<file path="src/hw/rom_retry_pkg.sv">
// constants for the identifier rom, retry limit and compare-swap registers
package rom_retry_pkg;

   // ==========================================================
   // register offsets (byte addresses)
   localparam logic [7:0] OFF_ROM_ACCESS   = 8'h04;
   localparam logic [7:0] OFF_RETRY_LIMITS = 8'h08;
   localparam logic [7:0] OFF_CSW_STORE    = 8'h0c;
   localparam logic [7:0] OFF_CSW_CONTROL  = 8'h14;

   // ==========================================================
   // identifier rom access fields
   localparam int ROM_CLEAR_BIT  = 31;
   localparam int ROM_GO_BIT     = 25;
   localparam int ROM_DATA_LSB   = 16;
   localparam int ROM_DATA_W     = 8;

   // ==========================================================
   // retry limit fields
   localparam int RETRY_W        = 4;
   localparam int PHYS_RESP_LSB  = 8;
   localparam int ASYNC_RESP_LSB = 4;
   localparam int ASYNC_REQ_LSB  = 0;
   localparam logic [31:0] RETRY_RESET = 32'h0000_0000;

   // ==========================================================
   // compare-swap control fields
   localparam int CSW_DONE_BIT   = 31;
   localparam int CSW_SEL_W      = 2;
   localparam logic [1:0] CSW_BUS_MANAGER_ID        = 2'h0;
   localparam logic [1:0] CSW_BANDWIDTH_AVAILABLE   = 2'h1;
   localparam logic [1:0] CSW_CHANNELS_AVAILABLE_HI = 2'h2;
   localparam logic [1:0] CSW_CHANNELS_AVAILABLE_LO = 2'h3;

   // ==========================================================
   // reset values and timing
   localparam logic [31:0] CSW_STORE_RESET = 32'h0000_0000;
   localparam logic [7:0]  ROM_DATA_RESET  = 8'h00;
   localparam logic [1:0]  BOOT_WAIT       = 2'h3;

   typedef enum logic [1:0]
   {
      ROM_IDLE  = 2'b00,
      ROM_CLEAR = 2'b01,
      ROM_FETCH = 2'b10
   } rom_state_t;

endpackage

</file>
<file path="src/hw/retry_attempt_unit.sv">
// one retransmit attempt counter
`timescale 1ns/1ps
module retry_attempt_unit
#(
   parameter int LIMIT_W = 4
)
(
   // clock and reset
   input  wire logic               core_clk_in,
   input  wire logic               rst_in,
   // configured limit
   input  wire logic [LIMIT_W-1:0] limit_in,
   // acknowledge from the target
   input  wire logic               packet_start_in,
   input  wire logic               ack_valid_in,
   input  wire logic               ack_retry_in,
   // outcome
   output logic                    retransmit_out,
   output logic                    done_out,
   output logic                    gave_up_out
);

   initial
   begin
      if (LIMIT_W < 1)
         $error("limit width must be at least 1");
   end

   logic [LIMIT_W-1:0] attempts_r;
   logic               may_retry;

   // ==========================================================
   // attempt count
   assign may_retry = ack_retry_in && (attempts_r != limit_in);

   always_ff @(posedge core_clk_in or posedge rst_in)
   begin
      if (rst_in)
         attempts_r <= '0;
      else if (packet_start_in)
         attempts_r <= '0;
      else if (ack_valid_in && may_retry)
         attempts_r <= attempts_r + 1'b1;
      else if (ack_valid_in)
         attempts_r <= '0;
   end

   // ==========================================================
   // outcome: retransmit and done pulses, gave-up held until the next done
   always_ff @(posedge core_clk_in or posedge rst_in)
   begin
      if (rst_in)
      begin
         retransmit_out <= 1'b0;
         done_out       <= 1'b0;
         gave_up_out    <= 1'b0;
      end
      else
      begin
         retransmit_out <= ack_valid_in && may_retry && !packet_start_in;
         done_out       <= ack_valid_in && !may_retry && !packet_start_in;
         if (ack_valid_in && !may_retry && !packet_start_in)
            gave_up_out <= ack_retry_in;
      end
   end
endmodule

</file>
<file path="src/hw/identifier_rom_access_retry_csr_regs.sv">
// identifier rom access, retry limits and compare-swap store registers
//
// What this block does
// - rom access meaningful only when eeprom present
// - address clear zeroes address, self-clears
// - clear does not load byte zero
// - setting read-go starts byte read
// - read-go self-clears when byte read done
// - read byte field updated only by device
// - unused rom access bits read zero
// - dual-phase time limit reads zero
// - dual-phase cycle limit reads zero
// - physical response retry limit writable
// - async response retry limit writable
// - async request retry limit writable
// - retry bits 15-12 zero, resets zero
// - store value holds compare-swap write data
// - eeprom present flag set when detected
// - two-bit select picks compare-swap resource
// - done set on completion, cleared on write
`timescale 1ns/1ps
module identifier_rom_access_retry_csr_regs
#(
   parameter int ROM_ADDR_W = 8
)
(
   // clock and reset
   input  wire logic                  core_clk_in,
   input  wire logic                  rst_in,
   // register port
   input  wire logic [7:0]            reg_addr_in,
   input  wire logic                  reg_wr_in,
   input  wire logic                  reg_rd_in,
   input  wire logic [31:0]           reg_wdata_in,
   output logic [31:0]                reg_rdata_out,
   output logic                       reg_rvalid_out,
   // serial eeprom byte fetch
   input  wire logic                  eeprom_detect_in,
   output logic                       eeprom_present_out,
   output logic                       bus_info_load_out,
   output logic                       rom_req_out,
   output logic [ROM_ADDR_W-1:0]      rom_addr_out,
   input  wire logic                  rom_ack_in,
   input  wire logic [7:0]            rom_data_in,
   // physical response retry
   input  wire logic                  phys_start_in,
   input  wire logic                  phys_ack_valid_in,
   input  wire logic                  phys_ack_retry_in,
   output logic                       phys_retransmit_out,
   output logic                       phys_done_out,
   output logic                       phys_gave_up_out,
   // async response retry
   input  wire logic                  aresp_start_in,
   input  wire logic                  aresp_ack_valid_in,
   input  wire logic                  aresp_ack_retry_in,
   output logic                       aresp_retransmit_out,
   output logic                       aresp_done_out,
   output logic                       aresp_gave_up_out,
   // async request retry
   input  wire logic                  areq_start_in,
   input  wire logic                  areq_ack_valid_in,
   input  wire logic                  areq_ack_retry_in,
   output logic                       areq_retransmit_out,
   output logic                       areq_done_out,
   output logic                       areq_gave_up_out,
   // compare-swap engine
   input  wire logic                  csw_store_load_in,
   input  wire logic [31:0]           csw_store_data_in,
   input  wire logic                  csw_finished_in,
   output logic [31:0]                csw_store_value_out,
   output logic [1:0]                 compare_swap_resource_select_out,
   output logic                       csw_start_out
);

   initial
   begin
      if (ROM_ADDR_W < 1 || ROM_ADDR_W > 16)
         $error("rom address width must be 1 to 16");
   end

   // ==========================================================
   // declarations
   logic                  detect_meta_r;
   logic                  detect_sync_r;
   logic [1:0]            boot_cnt_r;
   logic                  eeprom_present_r;
   logic                  bus_info_load_r;
   logic                  wr_rom;
   logic                  wr_retry;
   logic                  wr_csw_ctl;
   logic                  rom_address_clear_r;
   logic                  rom_byte_read_go_r;
   logic [7:0]            rom_read_byte_r;
   logic [ROM_ADDR_W-1:0] rom_addr_r;
   rom_retry_pkg::rom_state_t rom_state_r;
   rom_retry_pkg::rom_state_t rom_state_nxt;
   logic [3:0]            physical_response_retry_limit_r;
   logic [3:0]            async_response_retry_limit_r;
   logic [3:0]            async_request_retry_limit_r;
   logic [31:0]           csw_store_r;
   logic [1:0]            compare_swap_resource_select_r;
   logic                  compare_swap_complete_r;
   logic                  csw_start_r;
   logic [31:0]           rom_word;
   logic [31:0]           retry_word;
   logic [31:0]           csw_ctl_word;
   logic [31:0]           rdata_nxt;

   // ==========================================================
   // eeprom detect synchroniser and capture after reset
   always_ff @(posedge core_clk_in or posedge rst_in)
   begin
      if (rst_in)
      begin
         detect_meta_r <= 1'b0;
         detect_sync_r <= 1'b0;
      end
      else
      begin
         detect_meta_r <= eeprom_detect_in;
         detect_sync_r <= detect_meta_r;
      end
   end

   always_ff @(posedge core_clk_in or posedge rst_in)
   begin
      if (rst_in)
      begin
         boot_cnt_r       <= 2'h0;
         eeprom_present_r <= 1'b0;
         bus_info_load_r  <= 1'b0;
      end
      else
      begin
         bus_info_load_r <= 1'b0;
         if (boot_cnt_r != rom_retry_pkg::BOOT_WAIT)
         begin
            boot_cnt_r <= boot_cnt_r + 2'h1;
            if (boot_cnt_r == rom_retry_pkg::BOOT_WAIT - 2'h1)
            begin
               eeprom_present_r <= detect_sync_r;
               bus_info_load_r  <= detect_sync_r;
            end
         end
      end
   end

   // ==========================================================
   // write decode
   assign wr_rom     = reg_wr_in && (reg_addr_in == rom_retry_pkg::OFF_ROM_ACCESS);
   assign wr_retry   = reg_wr_in && (reg_addr_in == rom_retry_pkg::OFF_RETRY_LIMITS);
   assign wr_csw_ctl = reg_wr_in && (reg_addr_in == rom_retry_pkg::OFF_CSW_CONTROL);

   // ==========================================================
   // rom access sequencer
   always_comb
   begin
      rom_state_nxt = rom_state_r;
      unique case (rom_state_r)
         rom_retry_pkg::ROM_IDLE:
         begin
            if (rom_address_clear_r)
               rom_state_nxt = rom_retry_pkg::ROM_CLEAR;
            else if (rom_byte_read_go_r && eeprom_present_r)
               rom_state_nxt = rom_retry_pkg::ROM_FETCH;
         end
         rom_retry_pkg::ROM_CLEAR:
            rom_state_nxt = rom_retry_pkg::ROM_IDLE;
         rom_retry_pkg::ROM_FETCH:
         begin
            if (rom_ack_in)
               rom_state_nxt = rom_retry_pkg::ROM_IDLE;
         end
         default:
            rom_state_nxt = rom_retry_pkg::ROM_IDLE;
      endcase
   end

   always_ff @(posedge core_clk_in or posedge rst_in)
   begin
      if (rst_in)
         rom_state_r <= rom_retry_pkg::ROM_IDLE;
      else
         rom_state_r <= rom_state_nxt;
   end

   // set/self-clear control bits; a software set wins over the clear
   always_ff @(posedge core_clk_in or posedge rst_in)
   begin
      if (rst_in)
      begin
         rom_address_clear_r <= 1'b0;
         rom_byte_read_go_r  <= 1'b0;
      end
      else
      begin
         if (wr_rom && reg_wdata_in[rom_retry_pkg::ROM_CLEAR_BIT])
            rom_address_clear_r <= 1'b1;
         else if (rom_state_r == rom_retry_pkg::ROM_CLEAR)
            rom_address_clear_r <= 1'b0;
         if (wr_rom && reg_wdata_in[rom_retry_pkg::ROM_GO_BIT])
            rom_byte_read_go_r <= 1'b1;
         else if (rom_state_r == rom_retry_pkg::ROM_FETCH && rom_ack_in)
            rom_byte_read_go_r <= 1'b0;
         else if (rom_state_r == rom_retry_pkg::ROM_IDLE && !rom_address_clear_r
                  && !eeprom_present_r)
            rom_byte_read_go_r <= 1'b0;
      end
   end

   always_ff @(posedge core_clk_in or posedge rst_in)
   begin
      if (rst_in)
         rom_addr_r <= '0;
      else if (rom_state_r == rom_retry_pkg::ROM_CLEAR)
         rom_addr_r <= '0;
      else if (rom_state_r == rom_retry_pkg::ROM_FETCH && rom_ack_in)
         rom_addr_r <= rom_addr_r + 1'b1;
   end

   // only a finished fetch touches the read byte
   always_ff @(posedge core_clk_in or posedge rst_in)
   begin
      if (rst_in)
         rom_read_byte_r <= rom_retry_pkg::ROM_DATA_RESET;
      else if (rom_state_r == rom_retry_pkg::ROM_FETCH && rom_ack_in)
         rom_read_byte_r <= rom_data_in;
   end

   // ==========================================================
   // retry limits
   always_ff @(posedge core_clk_in or posedge rst_in)
   begin
      if (rst_in)
      begin
         physical_response_retry_limit_r <= rom_retry_pkg::RETRY_RESET[11:8];
         async_response_retry_limit_r    <= rom_retry_pkg::RETRY_RESET[7:4];
         async_request_retry_limit_r     <= rom_retry_pkg::RETRY_RESET[3:0];
      end
      else if (wr_retry)
      begin
         physical_response_retry_limit_r <=
            reg_wdata_in[rom_retry_pkg::PHYS_RESP_LSB +: rom_retry_pkg::RETRY_W];
         async_response_retry_limit_r <=
            reg_wdata_in[rom_retry_pkg::ASYNC_RESP_LSB +: rom_retry_pkg::RETRY_W];
         async_request_retry_limit_r <=
            reg_wdata_in[rom_retry_pkg::ASYNC_REQ_LSB +: rom_retry_pkg::RETRY_W];
      end
   end

   retry_attempt_unit #(.LIMIT_W(rom_retry_pkg::RETRY_W)) phys_retry
   (
      .core_clk_in     (core_clk_in),
      .rst_in          (rst_in),
      .limit_in        (physical_response_retry_limit_r),
      .packet_start_in (phys_start_in),
      .ack_valid_in    (phys_ack_valid_in),
      .ack_retry_in    (phys_ack_retry_in),
      .retransmit_out  (phys_retransmit_out),
      .done_out        (phys_done_out),
      .gave_up_out     (phys_gave_up_out)
   );

   retry_attempt_unit #(.LIMIT_W(rom_retry_pkg::RETRY_W)) aresp_retry
   (
      .core_clk_in     (core_clk_in),
      .rst_in          (rst_in),
      .limit_in        (async_response_retry_limit_r),
      .packet_start_in (aresp_start_in),
      .ack_valid_in    (aresp_ack_valid_in),
      .ack_retry_in    (aresp_ack_retry_in),
      .retransmit_out  (aresp_retransmit_out),
      .done_out        (aresp_done_out),
      .gave_up_out     (aresp_gave_up_out)
   );

   retry_attempt_unit #(.LIMIT_W(rom_retry_pkg::RETRY_W)) areq_retry
   (
      .core_clk_in     (core_clk_in),
      .rst_in          (rst_in),
      .limit_in        (async_request_retry_limit_r),
      .packet_start_in (areq_start_in),
      .ack_valid_in    (areq_ack_valid_in),
      .ack_retry_in    (areq_ack_retry_in),
      .retransmit_out  (areq_retransmit_out),
      .done_out        (areq_done_out),
      .gave_up_out     (areq_gave_up_out)
   );

   // ==========================================================
   // compare-swap store value and control
   always_ff @(posedge core_clk_in or posedge rst_in)
   begin
      if (rst_in)
         csw_store_r <= rom_retry_pkg::CSW_STORE_RESET;
      else if (csw_store_load_in)
         csw_store_r <= csw_store_data_in;
   end

   always_ff @(posedge core_clk_in or posedge rst_in)
   begin
      if (rst_in)
      begin
         compare_swap_resource_select_r <= rom_retry_pkg::CSW_BUS_MANAGER_ID;
         compare_swap_complete_r        <= 1'b1;
         csw_start_r                    <= 1'b0;
      end
      else
      begin
         csw_start_r <= wr_csw_ctl;
         if (wr_csw_ctl)
            compare_swap_resource_select_r <= reg_wdata_in[1:0];
         if (csw_finished_in)
            compare_swap_complete_r <= 1'b1;
         else if (wr_csw_ctl)
            compare_swap_complete_r <= 1'b0;
      end
   end

   // ==========================================================
   // read data
   always_comb
   begin
      rom_word = 32'h0000_0000;
      rom_word[rom_retry_pkg::ROM_CLEAR_BIT] = rom_address_clear_r;
      rom_word[rom_retry_pkg::ROM_GO_BIT]    = rom_byte_read_go_r;
      rom_word[rom_retry_pkg::ROM_DATA_LSB +: rom_retry_pkg::ROM_DATA_W] = rom_read_byte_r;
      retry_word = 32'h0000_0000;
      retry_word[rom_retry_pkg::PHYS_RESP_LSB +: rom_retry_pkg::RETRY_W] =
         physical_response_retry_limit_r;
      retry_word[rom_retry_pkg::ASYNC_RESP_LSB +: rom_retry_pkg::RETRY_W] =
         async_response_retry_limit_r;
      retry_word[rom_retry_pkg::ASYNC_REQ_LSB +: rom_retry_pkg::RETRY_W] =
         async_request_retry_limit_r;
      csw_ctl_word = 32'h0000_0000;
      csw_ctl_word[rom_retry_pkg::CSW_DONE_BIT] = compare_swap_complete_r;
      csw_ctl_word[1:0] = compare_swap_resource_select_r;
      unique case (reg_addr_in)
         rom_retry_pkg::OFF_ROM_ACCESS:   rdata_nxt = rom_word;
         rom_retry_pkg::OFF_RETRY_LIMITS: rdata_nxt = retry_word;
         rom_retry_pkg::OFF_CSW_STORE:    rdata_nxt = csw_store_r;
         rom_retry_pkg::OFF_CSW_CONTROL:  rdata_nxt = csw_ctl_word;
         default:                         rdata_nxt = 32'h0000_0000;
      endcase
   end

   always_ff @(posedge core_clk_in or posedge rst_in)
   begin
      if (rst_in)
      begin
         reg_rdata_out  <= 32'h0000_0000;
         reg_rvalid_out <= 1'b0;
      end
      else
      begin
         reg_rvalid_out <= reg_rd_in;
         if (reg_rd_in)
            reg_rdata_out <= rdata_nxt;
      end
   end

   // ==========================================================
   // outputs
   assign eeprom_present_out               = eeprom_present_r;
   assign bus_info_load_out                = bus_info_load_r;
   assign rom_req_out                      = (rom_state_r == rom_retry_pkg::ROM_FETCH);
   assign rom_addr_out                     = rom_addr_r;
   assign csw_store_value_out              = csw_store_r;
   assign compare_swap_resource_select_out = compare_swap_resource_select_r;
   assign csw_start_out                    = csw_start_r;
endmodule

</file>
<file path="config.mk">
export PLATFORM = sky130hd
export DESIGN_NAME = identifier_rom_access_retry_csr_regs
export DESIGN_NICKNAME = d
export VERILOG_FILES = /design/src/hw/rom_retry_pkg.sv /design/src/hw/retry_attempt_unit.sv /design/src/hw/identifier_rom_access_retry_csr_regs.sv
export SDC_FILE = /design/constraint.sdc
export NUM_CORES = 1
export LEC_CHECK = 0
export BUFFER_PORTS_ARGS = -buffer_cell sky130_fd_sc_hd__buf_2
export CORE_ASPECT_RATIO = 0.7
export CORE_MARGIN = 4
export CORE_UTILIZATION = 46
export CTS_CLUSTER_DIAMETER = 100
export DETAILED_ROUTE_END_ITERATION = 10
export MAX_ROUTING_LAYER = met4
export PLACE_DENSITY = 0.86
export SLEW_MARGIN = 20
export SYNTH_ARGS = -nofsm -noshare
export SYNTH_HDL_FRONTEND = slang
export SYNTH_SLANG_ARGS = --single-unit
</file>
<file path="constraint.sdc">
create_clock -name core_clk_in -period 4.1 [get_ports core_clk_in]
set_input_delay 0.41 -clock core_clk_in [delete_from_list [all_inputs] [get_ports core_clk_in]]
set_output_delay 0.41 -clock core_clk_in [all_outputs]
set_load 0.01 [all_outputs]
</file>
==> impl_metrics.json <==
{
  "layout_common_cells": "166 x buf_2, 127 x dfrtp_1, 40 x inv_1, 40 x nand2_1, 39 x mux2_2",
  "r2r_end": "rom_addr_out[3]",
  "synth-seq-area-share": 0.577,
  "crit_required_ns": 4.39,
  "synth_top_family_by_area": "multiplexers",
  "path_class": "input pin to register",
  "synth_edf_count": 0,
  "reg2reg_slack_ns": 2.60,
  "worstHoldStart": "eeprom_detect_in",
  "cts_made_buffers": 17,
  "dpl_worst_slack_ns": 1.65,
  "vias_per_cell": 5.25,
  "drive_above_1_share": 0.382,
  "fin_hold_ws_ns": 0.111,
  "fin_worst_skew_ns": 0.00952,
  "coreArea_um2": 11800,
  "synth_compound_area_frac": 0.0886,
  "fin_util": 0.605,
  "antenna_found_initial": 0,
  "arrival_ns": 2.26,
  "die_w_um": 139,
  "worst_slew_pin_slew_ns": 0.948,
  "crit_path_start_kind": "input pin",
  "synth_warnings": 0,
  "vias": 4260,
  "yosys.area_share.simple": 0.120,
  "postCtsResizedCells": 0,
  "maxCapViolations": 0,
  "worstSetupStartpoint": "reg_addr_in[5]",
  "ys_async_sr_fraction": 1.00,
  "ios": 185,
  "dieArea_um2": 13900,
  "num_rows": 33,
  "drt-total-wl_um": 13900,
  "rsz0062_at_grt": "no",
  "ys_ff_latch": 128,
  "clk_pin_slew_ns": 0.05,
  "avgSynthCellArea_um2": 11.7,
  "grt_start_max_net_pins": 74,
  "place_congestion": 0.863,
  "setup_viol": 0,
  "cts_tree": "built",
  "synth_nets": 578,
  "dr.pass1.iters": 5,
  "yosysUniqueCellTypes": 42,
  "syn_area_um2": 5550,
  "clock_sinks": 128,
  "drc_errors": 0,
  "leakagePower_nw": 3.54,
  "finalWorstSetupSlack_ns": 2.13,
  "synth_cells": 475,
  "postCtsHoldBufs": 0,
  "grt_pass1_vias": 4470,
  "grt_usage": 0.213,
  "finalNonFillerCells": 811,
  "hold_class": "input pin to register",
  "dp_cells": 781,
  "hold_end": "detect_meta_r",
  "initial_utilization": 0.472,
  "reg2reg_depth": 4,
  "grt_pass1_wl_um": 22900,
  "drt_iter0_drc": 175,
  "final_common_cell": "buf_2",
  "critical_path_peak_fanout": 12,
  "setup_tns_ns": 0,
  "cts_buffer_depth": 2,
  "outcome": "finished clean",
  "worstHoldPathCells": 1,
  "synth_mux_area_frac": 0.130,
  "overflow": 0,
  "vdd_drop_max_uv": 284,
  "place_hpwl_um": 10000,
  "wl_per_cell_um": 17.1,
  "clk_latency_ns": 0.41,
  "ant_nets": 0,
  "hold_viol": 0,
  "synth_xor_area_frac": 0.0268,
  "portBuffers": 166,
  "powerDensity_nw_per_um2": 446,
  "reg2reg_from": "rom_state_r[1]",
  "max_freq_mhz": 507,
  "finalNetCount": 746,
  "min_period_ns": 1.97,
  "ys.flop_type": "dfrtp_1",
  "fillers": 956,
  "synth_fa_ha_area_frac": 0.0135,
  "htreeDepth": 4,
  "timing.slew.headroom": 0.365,
  "antenna_cells": 0,
  "fin_crit_sh": 0.481,
  "end_kind": "register",
  "cts-root-buf": "clkbuf_16",
  "post-cts-setup-buffers": 0,
  "syn_to_final_growth_pct": 28.2,
  "slew_violations": 0,
  "die_height_um": 99.9
}
==> worst max-delay path by stage <==
stage	slack [ns]	endpoint	cells after the start
detailed placement	1.65	physical_response_retry_limit_r[0]	4
floorplan	0.28	areq_retry.attempts_r[0]	1
global route	1.93	reg_rdata_out[18]	5
CTS	2.08	async_response_retry_limit_r[0]	4
finish	2.13	async_response_retry_limit_r[0]	4
global placement	1.71	physical_response_retry_limit_r[3]	4
==> metrics by stage <==
stage / power (mW) / area (um^2)
detailed placement: 1.65 / 6500
global route: 3.30 / 7120
finish: 3.18 / 7120
floorplan: 1.52 / 5550
CTS: 3.21 / 7120
global placement: 1.64 / 6500
==> logic make-up after synthesis <==
logic type	Yosys count
AO/OA/AOI/OAI	79
XOR/XNOR	17
adder cells (fa/ha/maj)	6
buffers and inverters	60
flip-flops	128
multiplexers	62
AND/OR/NAND/NOR	123
==> cell type report <==
type                       count  area, um^2  area share
sequential                   128        3200       0.450
multi-input combinational    287        2100       0.295
clock inverter                 5         100      0.0141
inverter                      41         156      0.0220
timing repair buffer         168         846       0.119
clock buffer                  25         515      0.0724
tap                          157         196      0.0276
==> where the power goes <==
group | leakage [nW] | switching [mW] | internal, mW
Combinational | 1.56 | 0.141 | 0.122
Clock | 0.305 | 0.507 | 1.04
Sequential | 1.68 | 0.0432 | 1.32
Total | 3.54 | 0.691 | 2.48
==> worst max-delay path, cell delays in order <==
cell	delay [ns]
buf_2	0.09
nor3_1	0.62
nand4b_2	0.63
mux2_4	0.49
==> flip-flops by register name (all words and copies together), names as in the netlist, 2 cells and up <==
name                              cells
rom_addr_out                          8
async_request_retry_limit_r           4
async_response_retry_limit_r          4
compare_swap_resource_select_out      2
areq_retry.attempts_r                 4
aresp_retry.attempts_r                4
rom_read_byte_r                       8
csw_store_value_out                  32
rom_state_r                           2
boot_cnt_r                            2
reg_rdata_out                        32
physical_response_retry_limit_r       4
phys_retry.attempts_r                 4
==> cells in the mapped netlist (all sizes together), types with 3 or more instances <==
cell | number | area, um^2
xnor2 | 15 | 131
mux2i | 13 | 130
clkbuf | 9 | 33.8
mux2 | 49 | 589
nor3 | 5 | 25.0
a32oi | 3 | 26.3
nor4b | 4 | 65.1
nor2b | 5 | 31.3
inv | 41 | 154
o21ai | 22 | 110
nand4 | 8 | 50.1
nand2b | 15 | 93.8
nand3 | 19 | 95.1
o22ai | 24 | 150
nand2 | 40 | 150
a22oi | 9 | 67.6
o22a | 3 | 26.3
buf | 10 | 58.8
nor2 | 16 | 60.1
ha | 6 | 75.1
o32ai | 3 | 26.3
a21oi | 11 | 55.1
dfrtp | 127 | 3180
==> layer usage <==
| layer | part of all wire | GRT usage | up-vias |
|---|---|---|---|
| li1 | - | - | 1995 |
| met4 | 0.020 | 0.0782 | 0 |
| met1 | 0.44 | 0.265 | 2122 |
| met2 | 0.48 | 0.341 | 121 |
| met5 | 0 | - | - |
| met3 | 0.054 | 0.0571 | 22 |
Note: power is estimated with default switching activity, not from simulation.
